### src/hdl/vif_pkg.sv
// package: constants, types and helpers for the indirect vco packet forwarder
package vif_pkg;
   // host-side register map (word index on the host register port)
   localparam logic [4:0] ADDR_INT_DIV = 5'h03;
   localparam logic [4:0] ADDR_FRAC_DIV = 5'h04;
   localparam logic [4:0] ADDR_VCO_PKT = 5'h05;
   localparam logic [4:0] ADDR_LOCK_CFG = 5'h07;
   localparam logic [4:0] ADDR_CAL_CTRL = 5'h0A;
   localparam logic [4:0] ADDR_BAND_RB = 5'h10;
   // field positions
   localparam int CLKSEL_LSB = 13;
   localparam int CLKSEL_MSB = 14;
   localparam int CAL_DIS_BIT = 11;
   localparam int RELOCK_BIT = 13;
   localparam int ID_LSB = 0;
   localparam int ID_MSB = 2;
   localparam int IDX_LSB = 3;
   localparam int IDX_MSB = 6;
   localparam int PAY_LSB = 7;
   localparam int PAY_MSB = 15;
   localparam int PKT_BITS = 16;
   localparam logic [2:0] ID_SELF = 3'h0;
   localparam logic [3:0] IDX_BAND = 4'h0;
   localparam logic [3:0] IDX_OUTDIV = 4'h2;
   localparam logic [8:0] PAY_DIV_TWO = 9'h006;
   // reset values
   localparam logic [15:0] PKT_RST = 16'h0000;
   localparam logic [15:0] CAL_CTRL_RST = 16'h4000;
   localparam logic [8:0] VREG_RST = 9'h000;
   // timing
   localparam int CLK_PERIOD_NS = 8;
   localparam int LINK_MAX_MHZ = 50;
   localparam int LINK_MIN_PERIOD_NS = 1000 / LINK_MAX_MHZ;
   localparam int HALF_GAP_CYC = (LINK_MIN_PERIOD_NS / 2 + CLK_PERIOD_NS - 1) / CLK_PERIOD_NS;
   localparam logic [2:0] GAP_MIN = 3'(HALF_GAP_CYC - 1);
   localparam logic [2:0] SETTLE_LAST = 3'h3;
   localparam logic [3:0] LAST_BIT = 4'hF;
   localparam logic [7:0] BAND_START = 8'h80;
   localparam logic [2:0] BAND_TOP_BIT = 3'h7;

   typedef enum logic [2:0] {
      SER_IDLE = 3'b000,
      SER_LOW = 3'b001,
      SER_HIGH = 3'b010,
      SER_LATCH = 3'b011,
      SER_END = 3'b100
   } vif_ser_t;

   typedef enum logic [1:0] {
      CAL_IDLE = 2'b00,
      CAL_SEND = 2'b01,
      CAL_WAIT = 2'b10,
      CAL_CLOSE = 2'b11
   } vif_cal_t;

   typedef struct packed {
      logic [2:0] ref_sync;
      logic [2:0] lock_sync;
      logic [1:0] fhi_sync;
      logic [5:0] div_cnt;
      logic [2:0] gap_cnt;
      logic [15:0] pkt_reg;
      logic [15:0] cal_ctrl_reg;
      logic relock_en_reg;
      logic host_pend;
      logic cal_req;
      logic [15:0] cal_pkt;
      vif_ser_t ser;
      logic [15:0] shift;
      logic [3:0] bit_cnt;
      logic lk_clk;
      logic lk_dat;
      logic lk_le;
      vif_cal_t cal;
      logic [7:0] band;
      logic [2:0] bit_pos;
      logic [2:0] settle;
      logic retried;
      logic fault;
   } vif_state_t;

   typedef struct packed {
      logic [15:0] shift;
      logic clk_prev;
      logic le_prev;
      logic [15:0][8:0] vreg;
   } vif_rx_t;

   // reference edges per link half-period, minus one: 0, 3, 15, 31
   function automatic logic [5:0] div_limit(input logic [1:0] sel);
      unique case (sel)
         2'b00: div_limit = 6'h00;
         2'b01: div_limit = 6'h03;
         2'b10: div_limit = 6'h0F;
         2'b11: div_limit = 6'h1F;
      endcase
   endfunction : div_limit

   // band packet: payload is band plus calibration bit, address bits reused
   function automatic logic [15:0] make_pkt(input logic [7:0] band, input logic cal,
                                            input logic [6:0] addr);
      make_pkt = {band, cal, addr};
   endfunction : make_pkt
endpackage : vif_pkg

### src/hdl/vif_forwarder.sv
// indirect vco packet forwarder with band calibration sequencer
// Overview of operation
// - internal link packets are sixteen bits
// - link clock from calibration clock, max 50 MHz
// - two-bit field selects link clock rate
// - each packet write is forwarded MSB first
// - receiver accepts only target select zero
// - bits 6:3 select remote register
// - bits 15:7 are nine-bit payload
// - payload six to register two divides by two
// - calibration writes to stored select and index
// - nonzero target select disables calibration
// - calibration needs low seven bits zero
// - final divider write triggers calibration
// - skipped clearing procedure means no lock
// - divider write after zero packet relocks
// - two cores with 128 subbands each
// - relock option reruns calibration once
// - calibration bit routes reference to tuning
// - vco registers write-only, band readable
// - calibration runs on each final divider write unless the disable bit is set or packet bits 6:0 are nonzero
`timescale 1ns/1ps
module vif_forwarder import vif_pkg::*; (
   input wire logic CLOCK,
   input wire logic RST_N,
   input wire logic CE,
   input wire logic HOST_WE,
   input wire logic [4:0] HOST_ADDR,
   input wire logic [15:0] HOST_WDATA,
   input wire logic FRAC_MODE,
   input wire logic REF_CLK_IN,
   input wire logic LOCK_DETECT,
   input wire logic FREQ_HIGH,
   output logic LINK_CLK,
   output logic LINK_DATA,
   output logic LINK_LATCH,
   output logic BUSY,
   output logic CAL_ACTIVE,
   output logic CAL_FAULT,
   output logic [7:0] BAND_READBACK,
   output logic VT_FROM_REF,
   output logic [8:0] VCO_DIV_CTRL,
   output logic VCO_DIV_TWO
);
   vif_state_t st_reg, st_next;
   logic ref_edge;
   logic lock_fall;
   logic tick;
   logic host_trig;
   logic relock_trig;

   // sync stage 0 feeds only stage 1; edges compare stages 1 and 2
   assign ref_edge = st_reg.ref_sync[1] && !st_reg.ref_sync[2];
   assign lock_fall = !st_reg.lock_sync[1] && st_reg.lock_sync[2];

   // the mode input decides which divider write is the final one
   assign host_trig = HOST_WE && !st_reg.cal_ctrl_reg[CAL_DIS_BIT] &&
      ((HOST_ADDR == ADDR_INT_DIV && !FRAC_MODE) ||
       (HOST_ADDR == ADDR_FRAC_DIV && FRAC_MODE));
   assign relock_trig = lock_fall && st_reg.relock_en_reg && !st_reg.retried &&
      st_reg.cal == CAL_IDLE;

   always_comb begin
      logic [5:0] lim;
      logic [7:0] nb;
      lim = div_limit(st_reg.cal_ctrl_reg[CLKSEL_MSB:CLKSEL_LSB]);
      nb = st_reg.band;
      tick = 1'b0;
      st_next = st_reg;
      st_next.ref_sync = {st_reg.ref_sync[1:0], REF_CLK_IN};
      st_next.lock_sync = {st_reg.lock_sync[1:0], LOCK_DETECT};
      st_next.fhi_sync = {st_reg.fhi_sync[0], FREQ_HIGH};

      // link half-period tick: divided reference, never faster than the link limit
      if (ref_edge) begin
         if (st_reg.div_cnt < lim) begin
            st_next.div_cnt = st_reg.div_cnt + 6'h01;
         end else if (st_reg.gap_cnt >= GAP_MIN) begin
            tick = 1'b1;
            st_next.div_cnt = 6'h00;
         end
      end
      if (tick) begin
         st_next.gap_cnt = 3'h0;
      end else if (st_reg.gap_cnt != 3'h7) begin
         st_next.gap_cnt = st_reg.gap_cnt + 3'h1;
      end

      // serializer; calibration traffic goes ahead of a waiting host packet
      if (tick) begin
         unique case (st_reg.ser)
            SER_IDLE: begin
               if (st_reg.cal_req) begin
                  st_next.shift = st_reg.cal_pkt;
                  st_next.cal_req = 1'b0;
                  st_next.bit_cnt = LAST_BIT;
                  st_next.ser = SER_LOW;
               end else if (st_reg.host_pend) begin
                  st_next.shift = st_reg.pkt_reg;
                  st_next.host_pend = 1'b0;
                  st_next.bit_cnt = LAST_BIT;
                  st_next.ser = SER_LOW;
               end
            end
            SER_LOW: begin
               st_next.lk_clk = 1'b0;
               st_next.lk_dat = st_reg.shift[PKT_BITS-1];
               st_next.ser = SER_HIGH;
            end
            SER_HIGH: begin
               st_next.lk_clk = 1'b1;
               st_next.shift = {st_reg.shift[14:0], 1'b0};
               if (st_reg.bit_cnt == 4'h0) begin
                  st_next.ser = SER_LATCH;
               end else begin
                  st_next.bit_cnt = st_reg.bit_cnt - 4'h1;
                  st_next.ser = SER_LOW;
               end
            end
            SER_LATCH: begin
               st_next.lk_clk = 1'b0;
               st_next.lk_le = 1'b1;
               st_next.ser = SER_END;
            end
            SER_END: begin
               st_next.lk_le = 1'b0;
               st_next.ser = SER_IDLE;
            end
            default: begin
               st_next.ser = SER_IDLE;
            end
         endcase
      end

      // band search: one packet per trial bit, then close with the cal bit low
      unique case (st_reg.cal)
         CAL_IDLE: begin
         end
         CAL_SEND: begin
            if (!st_reg.cal_req && st_reg.ser == SER_IDLE) begin
               st_next.settle = 3'h0;
               st_next.cal = CAL_WAIT;
            end
         end
         CAL_WAIT: begin
            if (tick) begin
               st_next.settle = st_reg.settle + 3'h1;
               if (st_reg.settle == SETTLE_LAST) begin
                  if (st_reg.fhi_sync[1]) begin
                     nb[st_reg.bit_pos] = 1'b0;
                  end
                  if (st_reg.bit_pos == 3'h0) begin
                     st_next.cal_pkt = make_pkt(nb, 1'b0, st_reg.pkt_reg[6:0]);
                     st_next.cal = CAL_CLOSE;
                  end else begin
                     nb[st_reg.bit_pos - 3'h1] = 1'b1;
                     st_next.bit_pos = st_reg.bit_pos - 3'h1;
                     st_next.cal_pkt = make_pkt(nb, 1'b1, st_reg.pkt_reg[6:0]);
                     st_next.cal = CAL_SEND;
                  end
                  st_next.band = nb;
                  st_next.cal_req = 1'b1;
               end
            end
         end
         CAL_CLOSE: begin
            if (!st_reg.cal_req && st_reg.ser == SER_IDLE) begin
               st_next.cal = CAL_IDLE;
            end
         end
      endcase

      // host register writes; a write in the take cycle still leaves a pending packet
      if (HOST_WE) begin
         unique case (HOST_ADDR)
            ADDR_VCO_PKT: begin
               st_next.pkt_reg = HOST_WDATA;
               st_next.host_pend = 1'b1;
            end
            ADDR_CAL_CTRL: st_next.cal_ctrl_reg = HOST_WDATA;
            ADDR_LOCK_CFG: st_next.relock_en_reg = HOST_WDATA[RELOCK_BIT];
            default: begin
            end
         endcase
      end

      // a fresh request re-arms the single relock try
      if (host_trig || relock_trig) begin
         st_next.retried = !host_trig;
         if (st_reg.pkt_reg[IDX_MSB:ID_LSB] == 7'h00) begin
            st_next.fault = 1'b0;
            st_next.band = BAND_START;
            st_next.bit_pos = BAND_TOP_BIT;
            st_next.cal_pkt = make_pkt(BAND_START, 1'b1, st_reg.pkt_reg[6:0]);
            st_next.cal_req = 1'b1;
            st_next.cal = CAL_SEND;
         end else begin
            // no calibration, so the loop cannot lock on the new frequency
            st_next.fault = 1'b1;
            st_next.cal_req = 1'b0;
            st_next.cal = CAL_IDLE;
         end
      end
   end

   always_ff @(posedge CLOCK or negedge RST_N) begin
      if (!RST_N) begin
         st_reg <= '0;
         st_reg.pkt_reg <= PKT_RST;
         st_reg.cal_ctrl_reg <= CAL_CTRL_RST;
         st_reg.ser <= SER_IDLE;
         st_reg.cal <= CAL_IDLE;
      end else if (CE) begin
         st_reg <= st_next;
      end
   end

   vif_vco_rx u_rx (
      .clk(CLOCK),
      .rst_n(RST_N),
      .ce(CE),
      .lk_clk(st_reg.lk_clk),
      .lk_dat(st_reg.lk_dat),
      .lk_le(st_reg.lk_le),
      .band_rb(BAND_READBACK),
      .vt_from_ref(VT_FROM_REF),
      .div_ctrl(VCO_DIV_CTRL),
      .div_by_two(VCO_DIV_TWO)
   );

   assign LINK_CLK = st_reg.lk_clk;
   assign LINK_DATA = st_reg.lk_dat;
   assign LINK_LATCH = st_reg.lk_le;
   assign BUSY = st_reg.ser != SER_IDLE || st_reg.host_pend || st_reg.cal_req;
   assign CAL_ACTIVE = st_reg.cal != CAL_IDLE;
   assign CAL_FAULT = st_reg.fault;

   // helper counters for the checks below
   logic [4:0] rises_reg;
   logic [3:0] since_rise_reg;
   always_ff @(posedge CLOCK or negedge RST_N) begin
      if (!RST_N) begin
         rises_reg <= 5'h00;
         since_rise_reg <= 4'h0;
      end else if (CE) begin
         if (st_reg.lk_le) begin
            rises_reg <= 5'h00;
         end else if (st_next.lk_clk && !st_reg.lk_clk) begin
            rises_reg <= rises_reg + 5'h01;
         end
         if (st_next.lk_clk && !st_reg.lk_clk) begin
            since_rise_reg <= 4'h0;
         end else if (since_rise_reg != 4'hF) begin
            since_rise_reg <= since_rise_reg + 4'h1;
         end
      end
   end
endmodule : vif_forwarder

### src/hdl/vif_vco_rx.sv
// vco subsystem end of the internal serial link: packet decode and register bank
`timescale 1ns/1ps
module vif_vco_rx import vif_pkg::*; (
   input wire logic clk,
   input wire logic rst_n,
   input wire logic ce,
   input wire logic lk_clk,
   input wire logic lk_dat,
   input wire logic lk_le,
   output logic [7:0] band_rb,
   output logic vt_from_ref,
   output logic [8:0] div_ctrl,
   output logic div_by_two
);
   vif_rx_t st_reg, st_next;

   always_comb begin
      st_next = st_reg;
      st_next.clk_prev = lk_clk;
      st_next.le_prev = lk_le;
      if (lk_clk && !st_reg.clk_prev) begin
         st_next.shift = {st_reg.shift[14:0], lk_dat};
      end
      // only target zero accepts; index picks one of sixteen write-only regs
      if (lk_le && !st_reg.le_prev && st_reg.shift[ID_MSB:ID_LSB] == ID_SELF) begin
         st_next.vreg[st_reg.shift[IDX_MSB:IDX_LSB]] = st_reg.shift[PAY_MSB:PAY_LSB];
      end
   end

   always_ff @(posedge clk or negedge rst_n) begin
      if (!rst_n) begin
         st_reg <= '0;
      end else if (ce) begin
         st_reg <= st_next;
      end
   end

   // core in bit 7, subband in bits 6:0
   assign band_rb = st_reg.vreg[IDX_BAND][8:1];
   assign vt_from_ref = st_reg.vreg[IDX_BAND][0];
   assign div_ctrl = st_reg.vreg[IDX_OUTDIV];
   assign div_by_two = (st_reg.vreg[IDX_OUTDIV] == PAY_DIV_TWO);
endmodule : vif_vco_rx

### config.mk
export PLATFORM = sky130hd
export DESIGN_NAME = vif_forwarder
export DESIGN_NICKNAME = d
export VERILOG_FILES = /design/src/hdl/vif_pkg.sv /design/src/hdl/vif_forwarder.sv /design/src/hdl/vif_vco_rx.sv
export SDC_FILE = /design/constraint.sdc
export NUM_CORES = 1
export LEC_CHECK = 0
export ABC_AREA = 1
export BUFFER_PORTS_ARGS = -buffer_cell sky130_fd_sc_hd__buf_2
export CORE_UTILIZATION = 60
export DETAILED_ROUTE_END_ITERATION = 16
export HOLD_SLACK_MARGIN = 0.05
export PLACE_DENSITY = 0.91
export SYNTH_ARGS = -nofsm -noshare
export SYNTH_HDL_FRONTEND = slang
export SYNTH_SLANG_ARGS = --single-unit
export TNS_END_PERCENT = 5
### constraint.sdc
create_clock -name CLOCK -period 2.09 [get_ports CLOCK]
set_input_delay 0 -clock CLOCK [delete_from_list [all_inputs] [get_ports CLOCK]]
set_output_delay 0 -clock CLOCK [all_outputs]
set_load 0.02 [all_outputs]
==> impl_metrics.tcl <==
set metrics [dict create \
    yosysWarnings 0 \
    critPathArrivalTime_ns 2.49 \
    overflow 0 \
    ys_ff_latch 135 \
    peakVddDrop_uv 879 \
    whs_ns 0.105 \
    grt.total_usage 0.300 \
    vias_per_cell 5.66 \
    finalHoldViolations 0 \
    wirelength_mm 17.1 \
    boundaryPins 54 \
    ys.flop_type "dfrtp_1" \
    cap_violations 0 \
    cts_tree "yes" \
    drc 0 \
    place_congestion 0.928 \
    worst_slack_ns -0.0630 \
    io_buffers 53 \
    core_sq_um 11400 \
    drt_iter0_drc 533 \
    tns_ns -0.239 \
    worst_pin_slew_ns 0.619 \
    fp-row-count 39 \
    power.total_mw 10.2 \
    synthArstFlopShare 1.00 \
    power.density_nw_per_um2 1220 \
    clk_path_buf_depth 2 \
    final_util 0.739 \
    place_ws_ns 0.00648 \
    worstSetupEndpointType "flop" \
    synth_cell_type_count 45 \
    reg2reg_slack_ns -0.06 \
    syn_inst 863 \
    antenna_found_initial 0 \
    synth_edf_count 0 \
    postLayoutCellArea_sq_um 8400 \
    outcome "complete, but fails checks" \
    syn_nets 906 \
    cp.required_ns 2.43 \
    ctsHtreeMaxLevel 4 \
    syn_area_sq_um 6980 \
    max_slew_margin 0.586 \
    dr.pass1.iters 5 \
    area_growth_pct 20.4 \
    placed_cell_area_sq_um 7280 \
    largest_register_ff_count 90 \
    finalMaxSlewViolations 0 \
    ant_nets 0 \
    synth-seq-area-share 0.484 \
    violations "negative setup slack" \
    cts-root-buf "clkbuf_16" \
    placedCellCount 1029 \
    cts.sinks 135 \
    finalCriticalPeriod_ns 2.15 \
    power.leakage_nw 4.28 \
    final_cell_mix "nand2_1 (234), dfrtp_1 (134), inv_1 (90)" \
    critPathKind "reg -> reg" \
    dp.final_hpwl_mm 10.1 \
    die_w_um 110 \
    final_common_cell "nand2_1" \
    fin_cells 1096 \
    syn_area_per_cell_sq_um 8.08 \
    die_y_um 110 \
    startpoint_type "flop" \
    skew_ns 0.00767 \
    critPathMaxFanout 8 \
    antenna_cells 0 \
    nets 983 \
    first_global_vias 5963 \
    clkTransAtPathRegs_ns 0.06 \
    rsz0062_at_grt "true" \
    fin_crit_sh 1.03 \
    layout-drive-gt1-share 0.182 \
    hold_path.class "in -> reg" \
    wl_per_cell_um 15.6 \
    initial_core_util 0.614 \
    grt_max_degree 54 \
    max_clock_freq_mhz 464 \
    grt_pass1_wl_mm 27.5 \
    clock_latency_ns 0.42 \
    die-area_sq_um 12100 \
    cts_buffers 17 \
    setup_violations 11 \
    vias 6198 \
]
[area by class of cell]
| type | count | area, sq um |
|---|---|---|
| flip-flops and latches | 135 | 3380 |
| multi-input cells | 579 | 3000 |
| fillers | 743 | 2970 |
| repair buffers | 105 | 805 |
| clock buffers | 17 | 425 |
| inverters | 102 | 400 |
| clock inverters | 15 | 213 |
| well taps | 143 | 179 |
[logic make-up (layout without fill, tap and decap cells)]
kind of cell               Yosys count  count (layout)  share of synthesized area
and+or+nand+nor                    409             409                      0.254
buffers and inverters              149             239                     0.0985
AOI/OAI and AO/OA                  136             136                      0.108
DFF                                135             135                      0.484
muxes                               15              15                     0.0237
adders and majority gates           14              14                     0.0251
xor gates and xnor gates             5               5                    0.00628
[worst max-delay path: stages (launching register included)]
cell	delay, ns
dfstp_2	0.59
inv_4	0.06
ha_4	0.26
nand2_1	0.06
nor3_2	0.16
nand2_1	0.11
nand2_4	0.16
nand3_4	0.16
buf_12	0.19
nand2_4	0.05
nand2_2	0.05
o21ai_2	0.20
[path summary, 6_finish.rpt]
kind	start	to	cells after the start
setup / recovery	st_reg[77]	st_reg[46]	11
hold / removal	HOST_ADDR[2]	st_reg[76]	4
setup reg to reg	st_reg[77]	st_reg[46]	11
hold reg to reg	st_next[105]	st_next[105]	2
max in group asynchronous	RST_N	st_reg[37]	3
min in group asynchronous	RST_N	st_reg[77]	2
[where the power goes]
group          total, mW  switching (mW)  internal [mW]
Clock               3.28            1.25           2.03
Sequential          3.83           0.515           3.31
Combinational       3.12            1.96           1.16
[per-layer routing]
metal  wire length, um  GRT usage
met3              1100     0.0557
met1              6900      0.367
met5                 0          0
met4               544      0.146
met2              8590      0.509
[cell usage after synthesis (all sizes together), types with 2 or more instances]
cell type / instances / area (sq um)
a21oi: 45 / 244
buf: 36 / 258
clkbuf: 11 / 41.3
dfrtp: 134 / 3350
ha: 14 / 175
inv: 102 / 388
mux2: 12 / 135
mux2i: 3 / 30.0
nand2: 247 / 970
nand3: 51 / 273
nand4: 8 / 50.1
nor2: 79 / 329
nor3: 9 / 55.1
o2111ai: 11 / 96.3
o21ai: 73 / 365
o22ai: 2 / 12.5
or2: 13 / 81.3
xor2: 4 / 35.0
[what timing repair did]
item,in CTS,in global routing
setup buffers,0,4
hold endpoints to repair,161,0
hold buffers,29,0
resized for setup,1,22
cloned,0,2
pin swaps,0,9
setup endpoints to repair,5,54
Power figures use the tool's default switching activity.
